### src/core/srl_pkg.sv
// package of constants, offsets and states for the serial register port
package srl_pkg;
   // clock and timing
   localparam int          SYS_PERIOD_NS   = 10;        // clk_sys period
   localparam int          UVD_DELAY_NS    = 50000;     // undervoltage detection delay, plain default
   localparam int          UVD_CYCLES_DEF  = (UVD_DELAY_NS + SYS_PERIOD_NS - 1) / SYS_PERIOD_NS;
   localparam int          UVD_CNT_W       = 20;        // width of the undervoltage delay counter

   // frame bit counts
   localparam logic [5:0]  BITS_BYTE       = 6'h08;
   localparam logic [5:0]  BITS_16         = 6'h10;
   localparam logic [5:0]  BITS_24         = 6'h18;
   localparam logic [5:0]  BITS_32         = 6'h20;
   localparam logic [5:0]  BITS_MAX        = 6'h3f;     // counter saturates here

   // register offsets
   localparam logic [6:0]  ADDR_MAIN_STAT  = 7'h03;
   localparam logic [6:0]  ADDR_SYS_EN     = 7'h04;
   localparam logic [6:0]  ADDR_SCRATCH0   = 7'h06;
   localparam logic [6:0]  ADDR_SCRATCH3   = 7'h09;
   localparam logic [6:0]  ADDR_LOCK       = 7'h0a;
   localparam logic [6:0]  ADDR_TRX_EN     = 7'h23;
   localparam logic [6:0]  ADDR_WAKE_EN    = 7'h4c;
   localparam logic [6:0]  ADDR_SYS_EVT    = 7'h61;
   localparam logic [6:0]  ADDR_TRX_EVT    = 7'h63;

   // field positions
   localparam int          POS_FSS         = 7;         // forced sleep status in main status
   localparam int          POS_SF_EN       = 1;         // serial failure enable in system enable
   localparam int          POS_SF_FLAG     = 1;         // serial failure flag in system events
   localparam int          POS_CF_FLAG     = 1;         // can failure flag in transceiver events
   localparam int          POS_BS_EN       = 4;         // bus silence enable
   localparam int          POS_CF_EN       = 1;         // can failure enable
   localparam int          POS_CW_EN       = 0;         // can wake-up enable
   localparam int          POS_WR_EN       = 1;         // wake rising edge enable
   localparam int          POS_WF_EN       = 0;         // wake falling edge enable

   // writable masks, reserved bits read zero
   localparam logic [7:0]  MASK_LOCK       = 8'h7f;
   localparam logic [7:0]  MASK_TRX_EN     = 8'h13;
   localparam logic [7:0]  MASK_WAKE_EN    = 8'h03;
   localparam logic [7:0]  MASK_SYS_EN     = 8'h02;

   // reset values
   localparam logic [7:0]  RST_BYTE        = 8'h00;
   localparam logic [1:0]  CAN_MODE_ACTIVE = 2'h1;      // mode field value for undervoltage failure

   // frame state machine
   typedef enum logic [2:0] {
      ST_IDLE   = 3'b001,
      ST_FRAME  = 3'b010,
      ST_COMMIT = 3'b100
   } srl_state_e;
endpackage

### src/core/srl_sync.sv
// three flip-flop input synchroniser with agreement filter
`timescale 1ns/1ps
module srl_sync #(
   parameter logic RST_VAL = 1'b0
) (
   // clock and reset
   input  wire logic clk_sys,
   input  wire logic nrst,
   // asynchronous input and filtered output
   input  wire logic d,
   output logic      q
);
   logic s1;   // first stage, read only by s2
   logic s2;   // second stage
   logic s3;   // third stage

   // shift chain; output follows once stages two and three agree
   always_ff @(posedge clk_sys or negedge nrst) begin
      if (!nrst) begin
         s1 <= RST_VAL;
         s2 <= RST_VAL;
         s3 <= RST_VAL;
         q  <= RST_VAL;
      end else begin
         s1 <= d;
         s2 <= s1;
         s3 <= s2;
         if (s2 == s3) begin
            q <= s3;
         end
      end
   end
endmodule

### src/core/srl_port.sv
// serial register port with write locks, scratch bytes and undervoltage sleep effects
//
// What this block does
// - sample on falling edge, launch on rising
// - flag zero writes, flag one reads only
// - longer frames auto-increment the register address
// - addressed contents shift out, full duplex
// - unmapped or overflowing writes silently ignored
// - wrong write bit count aborts, flags failure when enabled
// - read past 32 bits echoes input
// - output driven only while select low
// - transceiver enables at bits 4, 1, 0
// - wake edge enables at bits 1, 0
// - can failure captured only when active
// - lock bit blocks serial writes only
// - lock bits 6,5,4 guard upper areas
// - lock bits 3..0 guard lower areas
// - four scratch bytes at 0x06 to 0x09
// - lasting undervoltage forces sleep
// - forced sleep clears captured event flags
// - forced sleep sets wake enables
// - forced sleep clears partial network settings
// - forced sleep sets its status bit
// - event flags cleared by writing one
// - serial failure captured only when enabled
`timescale 1ns/1ps
module srl_port
   import srl_pkg::*;
#(
   parameter int UVD_CYCLES = UVD_CYCLES_DEF
) (
   // clock and reset
   input  wire logic       clk_sys,
   input  wire logic       nrst,
   // serial pins
   input  wire logic       serial_select_n,
   input  wire logic       sclk,
   input  wire logic       sdi,
   output logic            sdo,
   output logic            sdo_oe,
   // supply monitors and transceiver state
   input  wire logic       vcc_uv,
   input  wire logic       vio_uv,
   input  wire logic       normal_mode,
   input  wire logic       trx_active,
   input  wire logic       txd_dominant_timeout,
   input  wire logic [1:0] can_mode_field,
   input  wire logic       normal_sleep_entry,
   // configuration and status toward the rest of the chip
   output logic            bus_silence_event_enable,
   output logic            can_failure_event_enable,
   output logic            can_wakeup_event_enable,
   output logic            wake_rising_edge_enable,
   output logic            wake_falling_edge_enable,
   output logic            can_failure_event_flag,
   output logic            serial_failure_flag,
   output logic            forced_sleep_status,
   output logic            uv_sleep_request,
   output logic            event_flags_clear,
   output logic            partial_network_clear
);
   // synchronised pins
   logic              csn_q;         // filtered select
   logic              sclk_q;        // filtered serial clock
   logic              sdi_q;         // filtered data in
   logic              vcc_uv_q;      // filtered supply monitor
   logic              vio_uv_q;      // filtered logic supply monitor
   logic              csn_d;         // previous select
   logic              sclk_d;        // previous serial clock

   // frame state
   srl_state_e        state;
   logic [5:0]        bit_cnt;       // bits sampled this frame, saturating
   logic [6:0]        rx_sh;         // partial byte being received
   logic [6:0]        base_addr;     // address from first byte
   logic              read_only;     // read-only flag from first byte
   logic [7:0]        wbuf [0:2];    // data bytes awaiting commit
   logic [7:0]        tx_byte;       // byte being returned
   logic [1:0]        commit_idx;    // slot being committed
   logic [1:0]        commit_n;      // data bytes in the frame
   logic              aborted;       // frame dropped by forced sleep

   // registers
   logic [7:0]        scratch [0:3]; // user scratch bytes
   logic [7:0]        lock_bits;     // write protect areas
   logic              sf_enable;     // serial failure enable

   // undervoltage timing
   logic [UVD_CNT_W-1:0] uv_cnt;     // cycles of lasting undervoltage
   logic              uv_done;       // forced sleep already issued for this episode

   // events
   logic              sclk_fall;
   logic              sclk_rise;
   logic              csn_fall;
   logic              csn_rise;
   logic              uv_force;
   logic [5:0]        next_cnt;
   logic [7:0]        new_byte;
   logic              wr_en;
   logic [7:0]        wr_addr;
   logic [7:0]        wr_data;
   logic              frame_fail;

   // pin synchronisers
   srl_sync #(.RST_VAL(1'b1)) u_sync_csn (.clk_sys(clk_sys), .nrst(nrst), .d(serial_select_n), .q(csn_q));
   srl_sync #(.RST_VAL(1'b0)) u_sync_sck (.clk_sys(clk_sys), .nrst(nrst), .d(sclk), .q(sclk_q));
   srl_sync #(.RST_VAL(1'b0)) u_sync_sdi (.clk_sys(clk_sys), .nrst(nrst), .d(sdi), .q(sdi_q));
   srl_sync #(.RST_VAL(1'b0)) u_sync_vcc (.clk_sys(clk_sys), .nrst(nrst), .d(vcc_uv), .q(vcc_uv_q));
   srl_sync #(.RST_VAL(1'b0)) u_sync_vio (.clk_sys(clk_sys), .nrst(nrst), .d(vio_uv), .q(vio_uv_q));

   // edge history of filtered pins
   always_ff @(posedge clk_sys or negedge nrst) begin
      if (!nrst) begin
         csn_d  <= 1'b1;
         sclk_d <= 1'b0;
      end else begin
         csn_d  <= csn_q;
         sclk_d <= sclk_q;
      end
   end

   assign csn_fall  = csn_d & ~csn_q;
   assign csn_rise  = ~csn_d & csn_q;
   assign sclk_fall = sclk_d & ~sclk_q & ~csn_q;
   assign sclk_rise = ~sclk_d & sclk_q & ~csn_q;
   assign next_cnt  = (bit_cnt == BITS_MAX) ? BITS_MAX : bit_cnt + 6'h01;
   assign new_byte  = {rx_sh, sdi_q};

   // lock area check for a serial write address
   function automatic logic area_locked(input logic [6:0] a, input logic [7:0] lk);
      logic r;
      r = 1'b0;
      if (a >= 7'h68 && a <= 7'h6f) begin
         r = lk[6];
      end else if (a >= 7'h50 && a <= 7'h5f) begin
         r = lk[5];
      end else if (a >= 7'h40 && a <= 7'h4f) begin
         r = lk[4];
      end else if (a >= 7'h30 && a <= 7'h3f) begin
         r = lk[3];
      end else if (a >= 7'h20 && a <= 7'h2f) begin
         r = lk[2];
      end else if (a >= 7'h10 && a <= 7'h1f) begin
         r = lk[1];
      end else if (a >= ADDR_SCRATCH0 && a <= ADDR_SCRATCH3) begin
         r = lk[0];
      end
      return r;
   endfunction

   // read value of an address; unmapped and overflow read zero
   function automatic logic [7:0] read_reg(input logic [7:0] a);
      logic [7:0] v;
      v = RST_BYTE;
      if (a[7]) begin
         v = RST_BYTE;
      end else if (a[6:0] == ADDR_MAIN_STAT) begin
         v[POS_FSS] = forced_sleep_status;
      end else if (a[6:0] == ADDR_SYS_EN) begin
         v[POS_SF_EN] = sf_enable;
      end else if (a[6:0] >= ADDR_SCRATCH0 && a[6:0] <= ADDR_SCRATCH3) begin
         v = scratch[a[1:0] - 2'h2];
      end else if (a[6:0] == ADDR_LOCK) begin
         v = lock_bits & MASK_LOCK;
      end else if (a[6:0] == ADDR_TRX_EN) begin
         v[POS_BS_EN] = bus_silence_event_enable;
         v[POS_CF_EN] = can_failure_event_enable;
         v[POS_CW_EN] = can_wakeup_event_enable;
      end else if (a[6:0] == ADDR_WAKE_EN) begin
         v[POS_WR_EN] = wake_rising_edge_enable;
         v[POS_WF_EN] = wake_falling_edge_enable;
      end else if (a[6:0] == ADDR_SYS_EVT) begin
         v[POS_SF_FLAG] = serial_failure_flag;
      end else if (a[6:0] == ADDR_TRX_EVT) begin
         v[POS_CF_FLAG] = can_failure_event_flag;
      end
      return v;
   endfunction

   // frame state machine, bit sampling and commit sequencing
   always_ff @(posedge clk_sys or negedge nrst) begin
      if (!nrst) begin
         state      <= ST_IDLE;
         bit_cnt    <= 6'h00;
         rx_sh      <= 7'h00;
         base_addr  <= 7'h00;
         read_only  <= 1'b1;
         tx_byte    <= RST_BYTE;
         commit_idx <= 2'h0;
         commit_n   <= 2'h0;
         aborted    <= 1'b0;
         wbuf[0]    <= RST_BYTE;
         wbuf[1]    <= RST_BYTE;
         wbuf[2]    <= RST_BYTE;
      end else begin
         case (state)
            ST_IDLE: begin
               if (csn_fall) begin
                  state   <= ST_FRAME;
                  bit_cnt <= 6'h00;
                  tx_byte <= RST_BYTE;
                  aborted <= uv_done;
               end
            end
            ST_FRAME: begin
               if (uv_force) begin
                  aborted <= 1'b1;                          // automatic sleep beats the transfer
               end
               if (csn_rise) begin
                  if (!read_only && !aborted && !uv_force &&
                      (bit_cnt == BITS_16 || bit_cnt == BITS_24 || bit_cnt == BITS_32)) begin
                     state      <= ST_COMMIT;
                     commit_idx <= 2'h0;
                     commit_n   <= bit_cnt[4:3] - 2'h1;
                  end else begin
                     state <= ST_IDLE;
                  end
               end else if (sclk_fall) begin
                  bit_cnt <= next_cnt;
                  rx_sh   <= new_byte[6:0];
                  if (next_cnt == BITS_BYTE) begin
                     base_addr <= new_byte[7:1];
                     read_only <= new_byte[0];
                     tx_byte   <= read_reg({1'b0, new_byte[7:1]});
                  end else if (next_cnt[2:0] == 3'h0 && next_cnt <= BITS_32) begin
                     if (!read_only) begin
                        wbuf[next_cnt[4:3] - 2'h2] <= new_byte;
                     end
                     tx_byte <= read_reg({1'b0, base_addr} + {5'h00, next_cnt[4:3]} - 8'h01);
                  end
               end
            end
            ST_COMMIT: begin
               commit_idx <= commit_idx + 2'h1;
               if (commit_idx + 2'h1 >= commit_n) begin
                  state <= ST_IDLE;
               end
            end
            default: begin
               state <= ST_IDLE;
            end
         endcase
      end
   end

   // one write port per cycle during commit
   assign wr_addr    = {1'b0, base_addr} + {6'h00, commit_idx};
   assign wr_data    = wbuf[commit_idx];
   assign wr_en      = (state == ST_COMMIT) && !wr_addr[7] &&
                       !area_locked(wr_addr[6:0], lock_bits) && !uv_force;
   assign frame_fail = (state == ST_FRAME) && csn_rise && !read_only && !aborted &&
                       !(bit_cnt == BITS_16 || bit_cnt == BITS_24 || bit_cnt == BITS_32);

   // serial output: launch on rising edge, echo past 32 read bits
   always_ff @(posedge clk_sys or negedge nrst) begin
      if (!nrst) begin
         sdo    <= 1'b0;
         sdo_oe <= 1'b0;
      end else begin
         sdo_oe <= ~csn_q;
         if (csn_q) begin
            sdo <= 1'b0;
         end else if (sclk_rise) begin
            if (read_only && bit_cnt >= BITS_32) begin
               sdo <= sdi_q;
            end else if (bit_cnt < BITS_32) begin
               sdo <= tx_byte[3'h7 - bit_cnt[2:0]];
            end
         end
      end
   end

   // scratch bytes and lock register
   always_ff @(posedge clk_sys or negedge nrst) begin
      if (!nrst) begin
         scratch[0] <= RST_BYTE;
         scratch[1] <= RST_BYTE;
         scratch[2] <= RST_BYTE;
         scratch[3] <= RST_BYTE;
         lock_bits  <= RST_BYTE;
         sf_enable  <= 1'b0;
      end else if (wr_en) begin
         if (wr_addr[6:0] >= ADDR_SCRATCH0 && wr_addr[6:0] <= ADDR_SCRATCH3) begin
            scratch[wr_addr[1:0] - 2'h2] <= wr_data;
         end else if (wr_addr[6:0] == ADDR_LOCK) begin
            lock_bits <= wr_data & MASK_LOCK;
         end else if (wr_addr[6:0] == ADDR_SYS_EN) begin
            sf_enable <= wr_data[POS_SF_EN];
         end
      end
   end

   // event enables; forced sleep overrides the wake enables
   always_ff @(posedge clk_sys or negedge nrst) begin
      if (!nrst) begin
         bus_silence_event_enable <= 1'b0;
         can_failure_event_enable <= 1'b0;
         can_wakeup_event_enable  <= 1'b0;
         wake_rising_edge_enable  <= 1'b0;
         wake_falling_edge_enable <= 1'b0;
      end else if (uv_force) begin
         can_wakeup_event_enable  <= 1'b1;
         wake_rising_edge_enable  <= 1'b1;
         wake_falling_edge_enable <= 1'b1;
      end else if (wr_en && wr_addr[6:0] == ADDR_TRX_EN) begin
         bus_silence_event_enable <= wr_data[POS_BS_EN];
         can_failure_event_enable <= wr_data[POS_CF_EN];
         can_wakeup_event_enable  <= wr_data[POS_CW_EN];
      end else if (wr_en && wr_addr[6:0] == ADDR_WAKE_EN) begin
         wake_rising_edge_enable  <= wr_data[POS_WR_EN];
         wake_falling_edge_enable <= wr_data[POS_WF_EN];
      end
   end

   // captured event flags: forced sleep clear, then set, then write-one clear
   always_ff @(posedge clk_sys or negedge nrst) begin
      if (!nrst) begin
         serial_failure_flag    <= 1'b0;
         can_failure_event_flag <= 1'b0;
      end else begin
         if (uv_force) begin
            serial_failure_flag <= 1'b0;
         end else if (frame_fail && sf_enable) begin
            serial_failure_flag <= 1'b1;
         end else if (state == ST_COMMIT && !wr_addr[7] && wr_addr[6:0] == ADDR_SYS_EVT &&
                      wr_data[POS_SF_FLAG]) begin
            serial_failure_flag <= 1'b0;
         end
         if (uv_force) begin
            can_failure_event_flag <= 1'b0;
         end else if (can_failure_event_enable && normal_mode && trx_active &&
                      (txd_dominant_timeout || (vcc_uv_q && can_mode_field == CAN_MODE_ACTIVE))) begin
            can_failure_event_flag <= 1'b1;
         end else if (state == ST_COMMIT && !wr_addr[7] && wr_addr[6:0] == ADDR_TRX_EVT &&
                      wr_data[POS_CF_FLAG]) begin
            can_failure_event_flag <= 1'b0;
         end
      end
   end

   // undervoltage delay counter, one forced sleep per episode
   assign uv_force = (vcc_uv_q || vio_uv_q) && !uv_done &&
                     (uv_cnt >= UVD_CNT_W'(UVD_CYCLES - 1));

   always_ff @(posedge clk_sys or negedge nrst) begin
      if (!nrst) begin
         uv_cnt  <= '0;
         uv_done <= 1'b0;
      end else if (!(vcc_uv_q || vio_uv_q)) begin
         uv_cnt  <= '0;
         uv_done <= 1'b0;
      end else if (uv_force) begin
         uv_done <= 1'b1;
      end else if (!uv_done) begin
         uv_cnt  <= uv_cnt + 1'b1;
      end
   end

   // forced sleep status and pulses toward mode and partial network logic
   always_ff @(posedge clk_sys or negedge nrst) begin
      if (!nrst) begin
         forced_sleep_status   <= 1'b0;
         uv_sleep_request      <= 1'b0;
         event_flags_clear     <= 1'b0;
         partial_network_clear <= 1'b0;
      end else begin
         uv_sleep_request      <= uv_force;
         event_flags_clear     <= uv_force;
         partial_network_clear <= uv_force;
         if (uv_force) begin
            forced_sleep_status <= 1'b1;
         end else if (normal_sleep_entry) begin
            forced_sleep_status <= 1'b0;
         end
      end
   end
endmodule

### config.mk
export PLATFORM = sky130hd
export DESIGN_NAME = srl_port
export DESIGN_NICKNAME = d
export VERILOG_FILES = /design/src/core/srl_pkg.sv /design/src/core/srl_sync.sv /design/src/core/srl_port.sv
export SDC_FILE = /design/constraint.sdc
export NUM_CORES = 1
export LEC_CHECK = 0
export BUFFER_PORTS_ARGS = -buffer_cell sky130_fd_sc_hd__buf_2
export CAP_MARGIN = 20
export CORE_ASPECT_RATIO = 0.7
export CORE_UTILIZATION = 43
export CTS_CLUSTER_DIAMETER = 40
export DETAILED_ROUTE_END_ITERATION = 6
export SLEW_MARGIN = 5
export SYNTH_ARGS = -nofsm -noshare
export SYNTH_HDL_FRONTEND = slang
export SYNTH_SLANG_ARGS = --single-unit
### constraint.sdc
create_clock -name clk_sys -period 5.03 [get_ports clk_sys]
set_input_delay 0.503 -clock clk_sys [delete_from_list [all_inputs] [get_ports clk_sys]]
set_output_delay 0.503 -clock clk_sys [all_outputs]
set_load 0.05 [all_outputs]
==> results of run 1 <==
[worst reg2reg max path, delay by kind of cell, from the launching register on]
kind | cells | cell delay [ns]
buf+inv | 1 | 0.04
simple gates | 3 | 0.80
fa+ha+maj | 4 | 1.18
mux | 1 | 0.42
compound gates | 5 | 1.48
flops | 1 | 0.52
[final timing paths]
path                            endpoint  slack (ns)  depth (start not counted)
min                          scratch[14]        0.08                          1
max in group asynchronous   base_addr[4]        3.89                          2
min in group clk_sys       u_sync_vio.s1        0.16                          1
max reg2reg                   tx_byte[4]        0.54                         14
min reg2reg                u_sync_vio.s2        0.36                          0
max                           tx_byte[4]        0.54                         14
[power groups by stage]
stage / registers [W] / logic [W] / clock network [W]
finish: 0.00132 / 0.000175 / 0.00129
CTS: 0.00132 / 0.000178 / 0.00130
global route: 0.00133 / 0.000196 / 0.00136
floorplan: 0.00135 / 0.000103 / 0
detailed placement: 0.00135 / 0.000177 / 0
global placement: 0.00134 / 0.000171 / 0
[cell usage in the layout, fill, tap and decap left out, drive strengths merged, types with 5 or more instances in the layout]
master	netlist	layout
o2bb2ai	10	10
nand4b	5	5
ha	21	21
and3	8	8
buf	7	35
maj3	5	5
clkinv	0	5
nor3b	9	9
nor2	43	43
nand3b	5	5
nor2b	21	21
inv	31	39
a21oi	24	24
mux4	17	17
xnor2	8	8
a31oi	5	5
a211oi	5	5
nor3	10	10
xor2	12	12
nand2b	12	12
a21o	9	9
nand3	18	18
o21ai	40	40
nand2	55	55
dfstp	7	7
dfrtp	148	148
mux2	76	76
nand4	11	11
clkbuf	23	17
nor4	6	6
mux2i	20	20
[per-layer routing]
layer  wire length, µm  up-vias  share of wire [%]  GRT usage (%)
met5                 0        -                  0              0
met4               197        0               0.93           5.90
met3              1350       23                6.3           4.71
met2              8780      192                 41           31.4
met1             10900     3050                 51           35.8
li1                  -     2702                  -              -
[cell type report]
type,instances,share of cell area [%]
multi-input cells,516,44.4
flip-flops and latches,155,42.4
clock buffers,17,4.64
well taps,236,3.22
repair buffers,35,2.25
clock inverters,15,1.84
inverters,31,1.27
[through the flow]
stage | total power (W) | area, µm²
floorplan | 0.00145 | 8210
global placement | 0.00151 | 8580
global route | 0.00289 | 9170
finish | 0.00278 | 9170
detailed placement | 0.00152 | 8580
CTS | 0.00280 | 9170
[sequential cells by signal, indices dropped and copies added (netlist names), 2 cells and up]
name	flops
scratch	32
wbuf	24
commit_idx	2
lock_bits	7
state	3
commit_n	2
rx_sh	7
bit_cnt	6
base_addr	7
uv_cnt	20
tx_byte	8
[cell families (layout without fill, tap and decap cells)]
kind of cell | after synthesis | count (layout) | synth area share, %
xor+xnor | 20 | 20 | 2.13
flops | 155 | 155 | 47.4
mux | 113 | 113 | 17.5
simple gates | 230 | 230 | 15.8
fa+ha+maj | 28 | 28 | 4.30
buf+inv | 61 | 98 | 2.99
compound gates | 125 | 125 | 9.86
==> results by group, run 1 <==
Run status
  • Status: finished clean

Yosys
  • Yosys warnings: 0
  • Synth Cell Area: 0.00821 mm²
  • Register area share after synthesis: 47.4%
  • Share of flip-flops with an asynchronous set or reset: 100%
  • Synth top area share: 45.1%
  • Cells after synthesis: 732
  • Top cells by area, synth: dfrtp_1 (45%), mux2_2 (10%), mux4_2 (4.7%)
  • Top_reg_cell synth: dfrtp_1
  • Most frequent cell after synthesis: dfrtp_1
  • Mapped Avg Cell Area: 11.2 µm²
  • Synth Register Bits: 155
  • Area leader, netlist: dfrtp_1
  • Post-synth EDFFs: 0
  • Top cells by count, synth: dfrtp_1 (148), mux2_2 (75), nand2_1 (55), nor2_1 (41), o21ai_0 (38)
  • Syn nets: 768
  • Yosys cell types: 73

Finish
  • Diodes inserted: 0
  • Filler cells: 1,638
  • Final core utilization: 50.0%
  • Register area: 0.00389 mm²
  • Share of layout cells above drive strength 1: 23.5%
  • Area of the multi-input gates: 0.00407 mm²
  • Layout Cells excl Fill: 1,005
  • Layout Nets: 792
  • Area grow syn2layout: 11.8%

Floorplan
  • Starting density of the core: 44.7%
  • Die area: 0.0197 mm²
  • Rows: 41
  • Die height: 118 µm
  • Placeable Area: 0.0184 mm²
  • Die width: 167 µm
  • Ports: 26

Critical path
  • Critical R2R Launch: bit_cnt[0]
  • Slowest CP cell: dfrtp_1
  • CP dominant cell by count: ha_1
  • Worst Setup Path Type: flop to flop
  • Worst setup SP type: flop
  • Crit-path cells: ha_1 > nand3_1 > mux2i_1 > ha_1 > inv_1 > ha_1 > fa_1 > a211oi_1 > o21bai_1 > a22oi_1 > nand2b_1 > nor2b_1 > o2bb2ai_1 > a21o_1
  • CP Max Fanout: 9
  • Data required time at the worst endpoint: 5.40 ns
  • Worst path max stage delay: 0.52 ns
  • Arrival @ worst endpoint: 4.87 ns
  • Top delay family on crit path: compound AO/OA/AOI/OAI gates
  • Crit path from: bit_cnt[0]
  • Buf+Inv Stages, Crit Path: 1
  • Crit path capture type: flop

Pwr
  • Net Sw Power: 0.000766 W
  • Leak: 4.18 nW
  • Internal: 0.00202 W
  • Sw Ratio: 27.5%
  • Clock power share: 46.2%
  • Worst VDD drop: 0.211 mV
  • Comb pwr share: 6.3%
  • Flop pwr share: 47.5%
  • Pwr dens: 304 mW/mm²

Timing
  • Setup TNS Final: 0 ns
  • Worst Clk Skew: 0.0130 ns
  • Max Fclk: 223 MHz
  • Relative slew slack: 28.1%
  • RSZ-0062 raised after global routing: false
  • Worst setup margin: 0.537 ns
  • Final hold viol count: 0
  • Worst-margin pin slew: 1.07 ns
  • Clock period minus worst slack: 4.49 ns
  • Slew Limit Fails: 0
  • Hold Worst Slack: 0.0775 ns
  • Period utilization: 89.3%
  • Final-report setup violation count: 0

Drt
  • DR vias: 5,967
  • Detailed Routing Iterations Pass 1: 7
  • WL final: 21,200 µm
  • Initial DRC Count: 625
  • DRC: 0
  • Routed Antenna Nets: 0
  • Via/cell ratio: 5.94
  • Wire per inst: 21.1 µm

Global route
  • Initial antenna violation count: 0
  • Grt ovf: 0
  • Global-route wire length before repair: 33,900 µm
  • Largest net degree at the start of global routing: 73
  • Tot GR Track Use: 22.8%
  • Vias in the first global route: 5,873

Clock tree
  • Maximum clock path buffer count: 2
  • Clock Latency Late Sink: 0.44 ns
  • Hold_buf cts: 0
  • Clock transition at the registers of the reported paths: 0.07 ns
  • Root Driver: clkbuf_16
  • # resized after CTS: 0
  • Postcts setup bufs: 0
  • Clock sink count: 155
  • H-tree levels: 4
  • CTS tree: built
  • Total CTS buffers: 17

Place
  • Post-DP HPWL: 15,400 µm
  • Port bufs: 25
  • Pre-CTS setup slack: 0.685 ns
  • Gpl congestion: 0.930
  • Cell Count Post-Placement: 973

Min path
  • Hold Path Class: primary input to async pin

Run
  • Max-cap check violation count: 0
No activity file was read; power rests on OpenSTA's default activity.
==> inputs of run 2 (changes only) <==
--- a/config.mk
+++ b/config.mk
@@ -7,10 +7,10 @@
 export LEC_CHECK = 0
 export BUFFER_PORTS_ARGS = -buffer_cell sky130_fd_sc_hd__buf_2
 export CAP_MARGIN = 20
-export CORE_ASPECT_RATIO = 0.7
-export CORE_UTILIZATION = 43
+export CORE_UTILIZATION = 50
 export CTS_CLUSTER_DIAMETER = 40
 export DETAILED_ROUTE_END_ITERATION = 6
+export PLACE_DENSITY = 0.69
 export SLEW_MARGIN = 5
 export SYNTH_ARGS = -nofsm -noshare
 export SYNTH_HDL_FRONTEND = slang
==> constraint.sdc (replaced) <==
create_clock -name clk_sys -period 3.8 [get_ports clk_sys]
set_input_delay 0.38 -clock clk_sys [delete_from_list [all_inputs] [get_ports clk_sys]]
set_output_delay 0.38 -clock clk_sys [all_outputs]
set_load 0.05 [all_outputs]
==> run 2 against run 1 <==
  * Register-to-register slack got worse by 0.35 ns
  * Non-clock buffer count grew 14
  * Clock power increased by 35%
  * Critical path depth shrank 4
  * Clock skew grew 0.0020 ns
  * Combinational power is 19% higher
  * Global-route usage increased by 2.2 points
  * Worst setup slack got worse by 0.35 ns
  * Via count is essentially flat
  * Sequential cell count is the same
  * First-iteration DRC count is 23% lower
  * Largest power group unchanged
==> results by group, run 2 (same netlist as run 1, synthesis figures left out) <==
Place
  • Post-DP HPWL: 13,900 µm (was 15,400 µm)
  • Cell Count Post-Placement: 967 (was 973)
  • Port bufs: 25 (unchanged)
  • Gpl congestion: 0.919 (was 0.930)

Finish
  • Commonest non-fill, non-tap cell in the layout: dfrtp_1 (unchanged)
  • Share of layout cells above drive strength 1: 25.4% (was 23.5%)
  • Commonest cells after routing, fill and taps aside: dfrtp_1 (148), mux2_2 (75), nand2_1 (55) (unchanged)
  • Biggest register: scratch (unchanged)
  • Layout Nets: 806 (was 792)
  • Biggest regs: scratch x32, wbuf x24, uv_cnt x20 (unchanged)
  • Diodes inserted: 0 (unchanged)
  • Max FFs per register: 32 (unchanged)
  • Area grow syn2layout: 13.1% (was 11.8%)
  • Layout Cells excl Fill: 999 (was 1,005)

Global route
  • Vias in the first global route: 5,717 (was 5,873)
  • Grt ovf: 0 (unchanged)
  • Largest net degree at the start of global routing: 94 (was 73)
  • Global-route wire length before repair: 31,400 µm (was 33,900 µm)
  • Tot GR Track Use: 25.0% (was 22.8%)
  • Initial antenna violation count: 0 (unchanged)

Floorplan
  • Ports: 26 (unchanged)
  • Die area: 0.0169 mm² (was 0.0197 mm²)
  • Rows: 46 (was 41)
  • Placeable Area: 0.0159 mm² (was 0.0184 mm²)
  • Starting density of the core: 51.5% (was 44.7%)
  • Die height: 130 µm (was 118 µm)
  • Die width: 130 µm (was 167 µm)

Timing
  • Worst-margin pin slew: 0.994 ns (was 1.07 ns)
  • Max Fclk: 277 MHz (was 223 MHz)
  • Relative slew slack: 33.7% (was 28.1%)
  • Period utilization: 95.2% (was 89.3%)
  • Slew Limit Fails: 0 (unchanged)
  • Clock period minus worst slack: 3.62 ns (was 4.49 ns)
  • Final-report setup violation count: 0 (unchanged)
  • Worst Clk Skew: 0.0150 ns (was 0.0130 ns)
  • RSZ-0062 raised after global routing: false (unchanged)
  • Final hold viol count: 0 (unchanged)

Critical path
  • Register-to-Register Path Depth: 10 (was 14)
  • Reg2reg end: scratch[1] (was tx_byte[4])
  • Worst Setup Path Type: flop to flop (unchanged)
  • Crit path capture type: flop (unchanged)
  • R2r setup slk: 0.18 ns (was 0.54 ns)
  • CP Max Fanout: 8 (was 9)
  • Critical R2R Launch: base_addr[0] (was bit_cnt[0])
  • Arrival @ worst endpoint: 3.93 ns (was 4.87 ns)
  • Data required time at the worst endpoint: 4.11 ns (was 5.40 ns)
  • Worst setup SP type: flop (unchanged)

Clock tree
  • H-tree levels: 4 (unchanged)
  • Root Driver: clkbuf_16 (unchanged)
  • Postcts setup bufs: 0 (unchanged)
  • Clock sink count: 155 (unchanged)
  • Total CTS buffers: 17 (unchanged)
  • CTS tree: built (unchanged)
  • Clock transition at the registers of the reported paths: 0.07 ns (about the same)
  • Maximum clock path buffer count: 2 (unchanged)
  • Clock Latency Late Sink: 0.44 ns (about the same)
  • Hold_buf cts: 0 (unchanged)

Pwr
  • Comb pwr share: 5.6% (was 6.3%)
  • Worst VDD drop: 0.394 mV (was 0.211 mV)
  • Internal: 0.00279 W (was 0.00202 W)
  • Sw Ratio: 25.1% (was 27.5%)
  • Flop pwr share: 47.7% (was 47.5%)
  • Clock power share: 46.7% (was 46.2%)
  • Overall power: 0.00372 W (was 0.00278 W)
  • Net Sw Power: 0.000932 W (was 0.000766 W)
  • Leak: 4.25 nW (was 4.18 nW)
  • Pwr dens: 401 mW/mm² (was 304 mW/mm²)

Run
  • Max-cap check violation count: 0 (unchanged)

Drt
  • DR vias: 5,962 (was 5,967)
  • Detailed Routing Iterations Pass 1: 5 (was 7)
  • Initial DRC Count: 482 (was 625)
  • Routed Antenna Nets: 0 (unchanged)
  • DRC: 0 (unchanged)
  • WL final: 19,700 µm (was 21,200 µm)
  • Wire per inst: 19.7 µm (was 21.1 µm)
  • Via/cell ratio: 5.97 (was 5.94)

Min path
  • Hold Path Class: primary input to async pin (unchanged)

Run status
  • Status: finished clean (unchanged)
run 2: layout make-up:
| type | instances | area (µm²) |
|---|---|---|
| Tap cell | 216 | 270 |
| Multi-Input combinational cell | 516 | 4090 |
| Fill cell | 1332 | 6660 |
| Clock buffer | 18 | 429 |
| Sequential cell | 155 | 3890 |
| Inverter | 31 | 116 |
| Timing Repair Buffer | 49 | 312 |
| Clock inverter | 14 | 174 |
run 2: repair_timing:
item / in CTS / in global routing
endpoints found under the setup margin: 6 / 7
hold endpoints to repair: 0 / 0
gates resized for setup: 1 / 4
run 2: worst max-delay path by stage:
| stage | startpoint | endpoint | depth (start not counted) |
|---|---|---|---|
| final | base_addr[0] | scratch[1] | 10 |
| after global routing | bit_cnt[0] | tx_byte[5] | 16 |
| after floorplan | bit_cnt[1] | tx_byte[6] | 14 |
| after detailed placement | bit_cnt[0] | tx_byte[2] | 14 |
| after global placement | bit_cnt[0] | tx_byte[6] | 14 |
| after CTS | bit_cnt[0] | tx_byte[2] | 16 |
run 2: power by group through the flow:
stage | combinational (W) | sequential (W) | clock (W)
after floorplan | 0.000136 | 0.00178 | 0
after global placement | 0.000203 | 0.00180 | 0
after detailed placement | 0.000212 | 0.00181 | 0
after CTS | 0.000212 | 0.00177 | 0.00176
after global routing | 0.000238 | 0.00178 | 0.00182
final | 0.000208 | 0.00177 | 0.00174
run 2: layer usage:
metal / global-route usage [%] / vias to the layer above / wire length, µm
met5: 0 / - / 0
met4: 8.96 / 0 / 398
met3: 5.08 / 28 / 749
met2: 37.9 / 140 / 9160
met1: 35.7 / 3056 / 9370
li1: - / 2738 / -
run 2: stage by stage:
stage | instance area [µm²] | utilization [%] | TNS, ns | setup WS, ns | hold WS (ns)
after floorplan | 8210 | - | 0 | 0.170 | 0.0844
after global placement | 8660 | 54.3 | 0 | 0.120 | 0.333
after detailed placement | 8660 | 54.3 | -0.0143 | -0.00980 | 0.337
after CTS | 9270 | 58.1 | 0 | 0.0479 | 0.0185
after global routing | 9280 | 58.2 | 0 | 0.0299 | 0.0160
final | 9280 | 58.2 | 0 | 0.184 | 0.0140
run 2: critical path, cell delays in order, from the launching register on:
cell and delay (ns):
dfrtp_1 0.38, ha_1 0.19, inv_1 0.06, fa_1 0.40, nor2b_1 0.19, xnor2_1 0.22, nand2_1 0.16, or4b_4 0.55
nand4bb_1 0.40, nor2_2 0.55, mux2_2 0.40
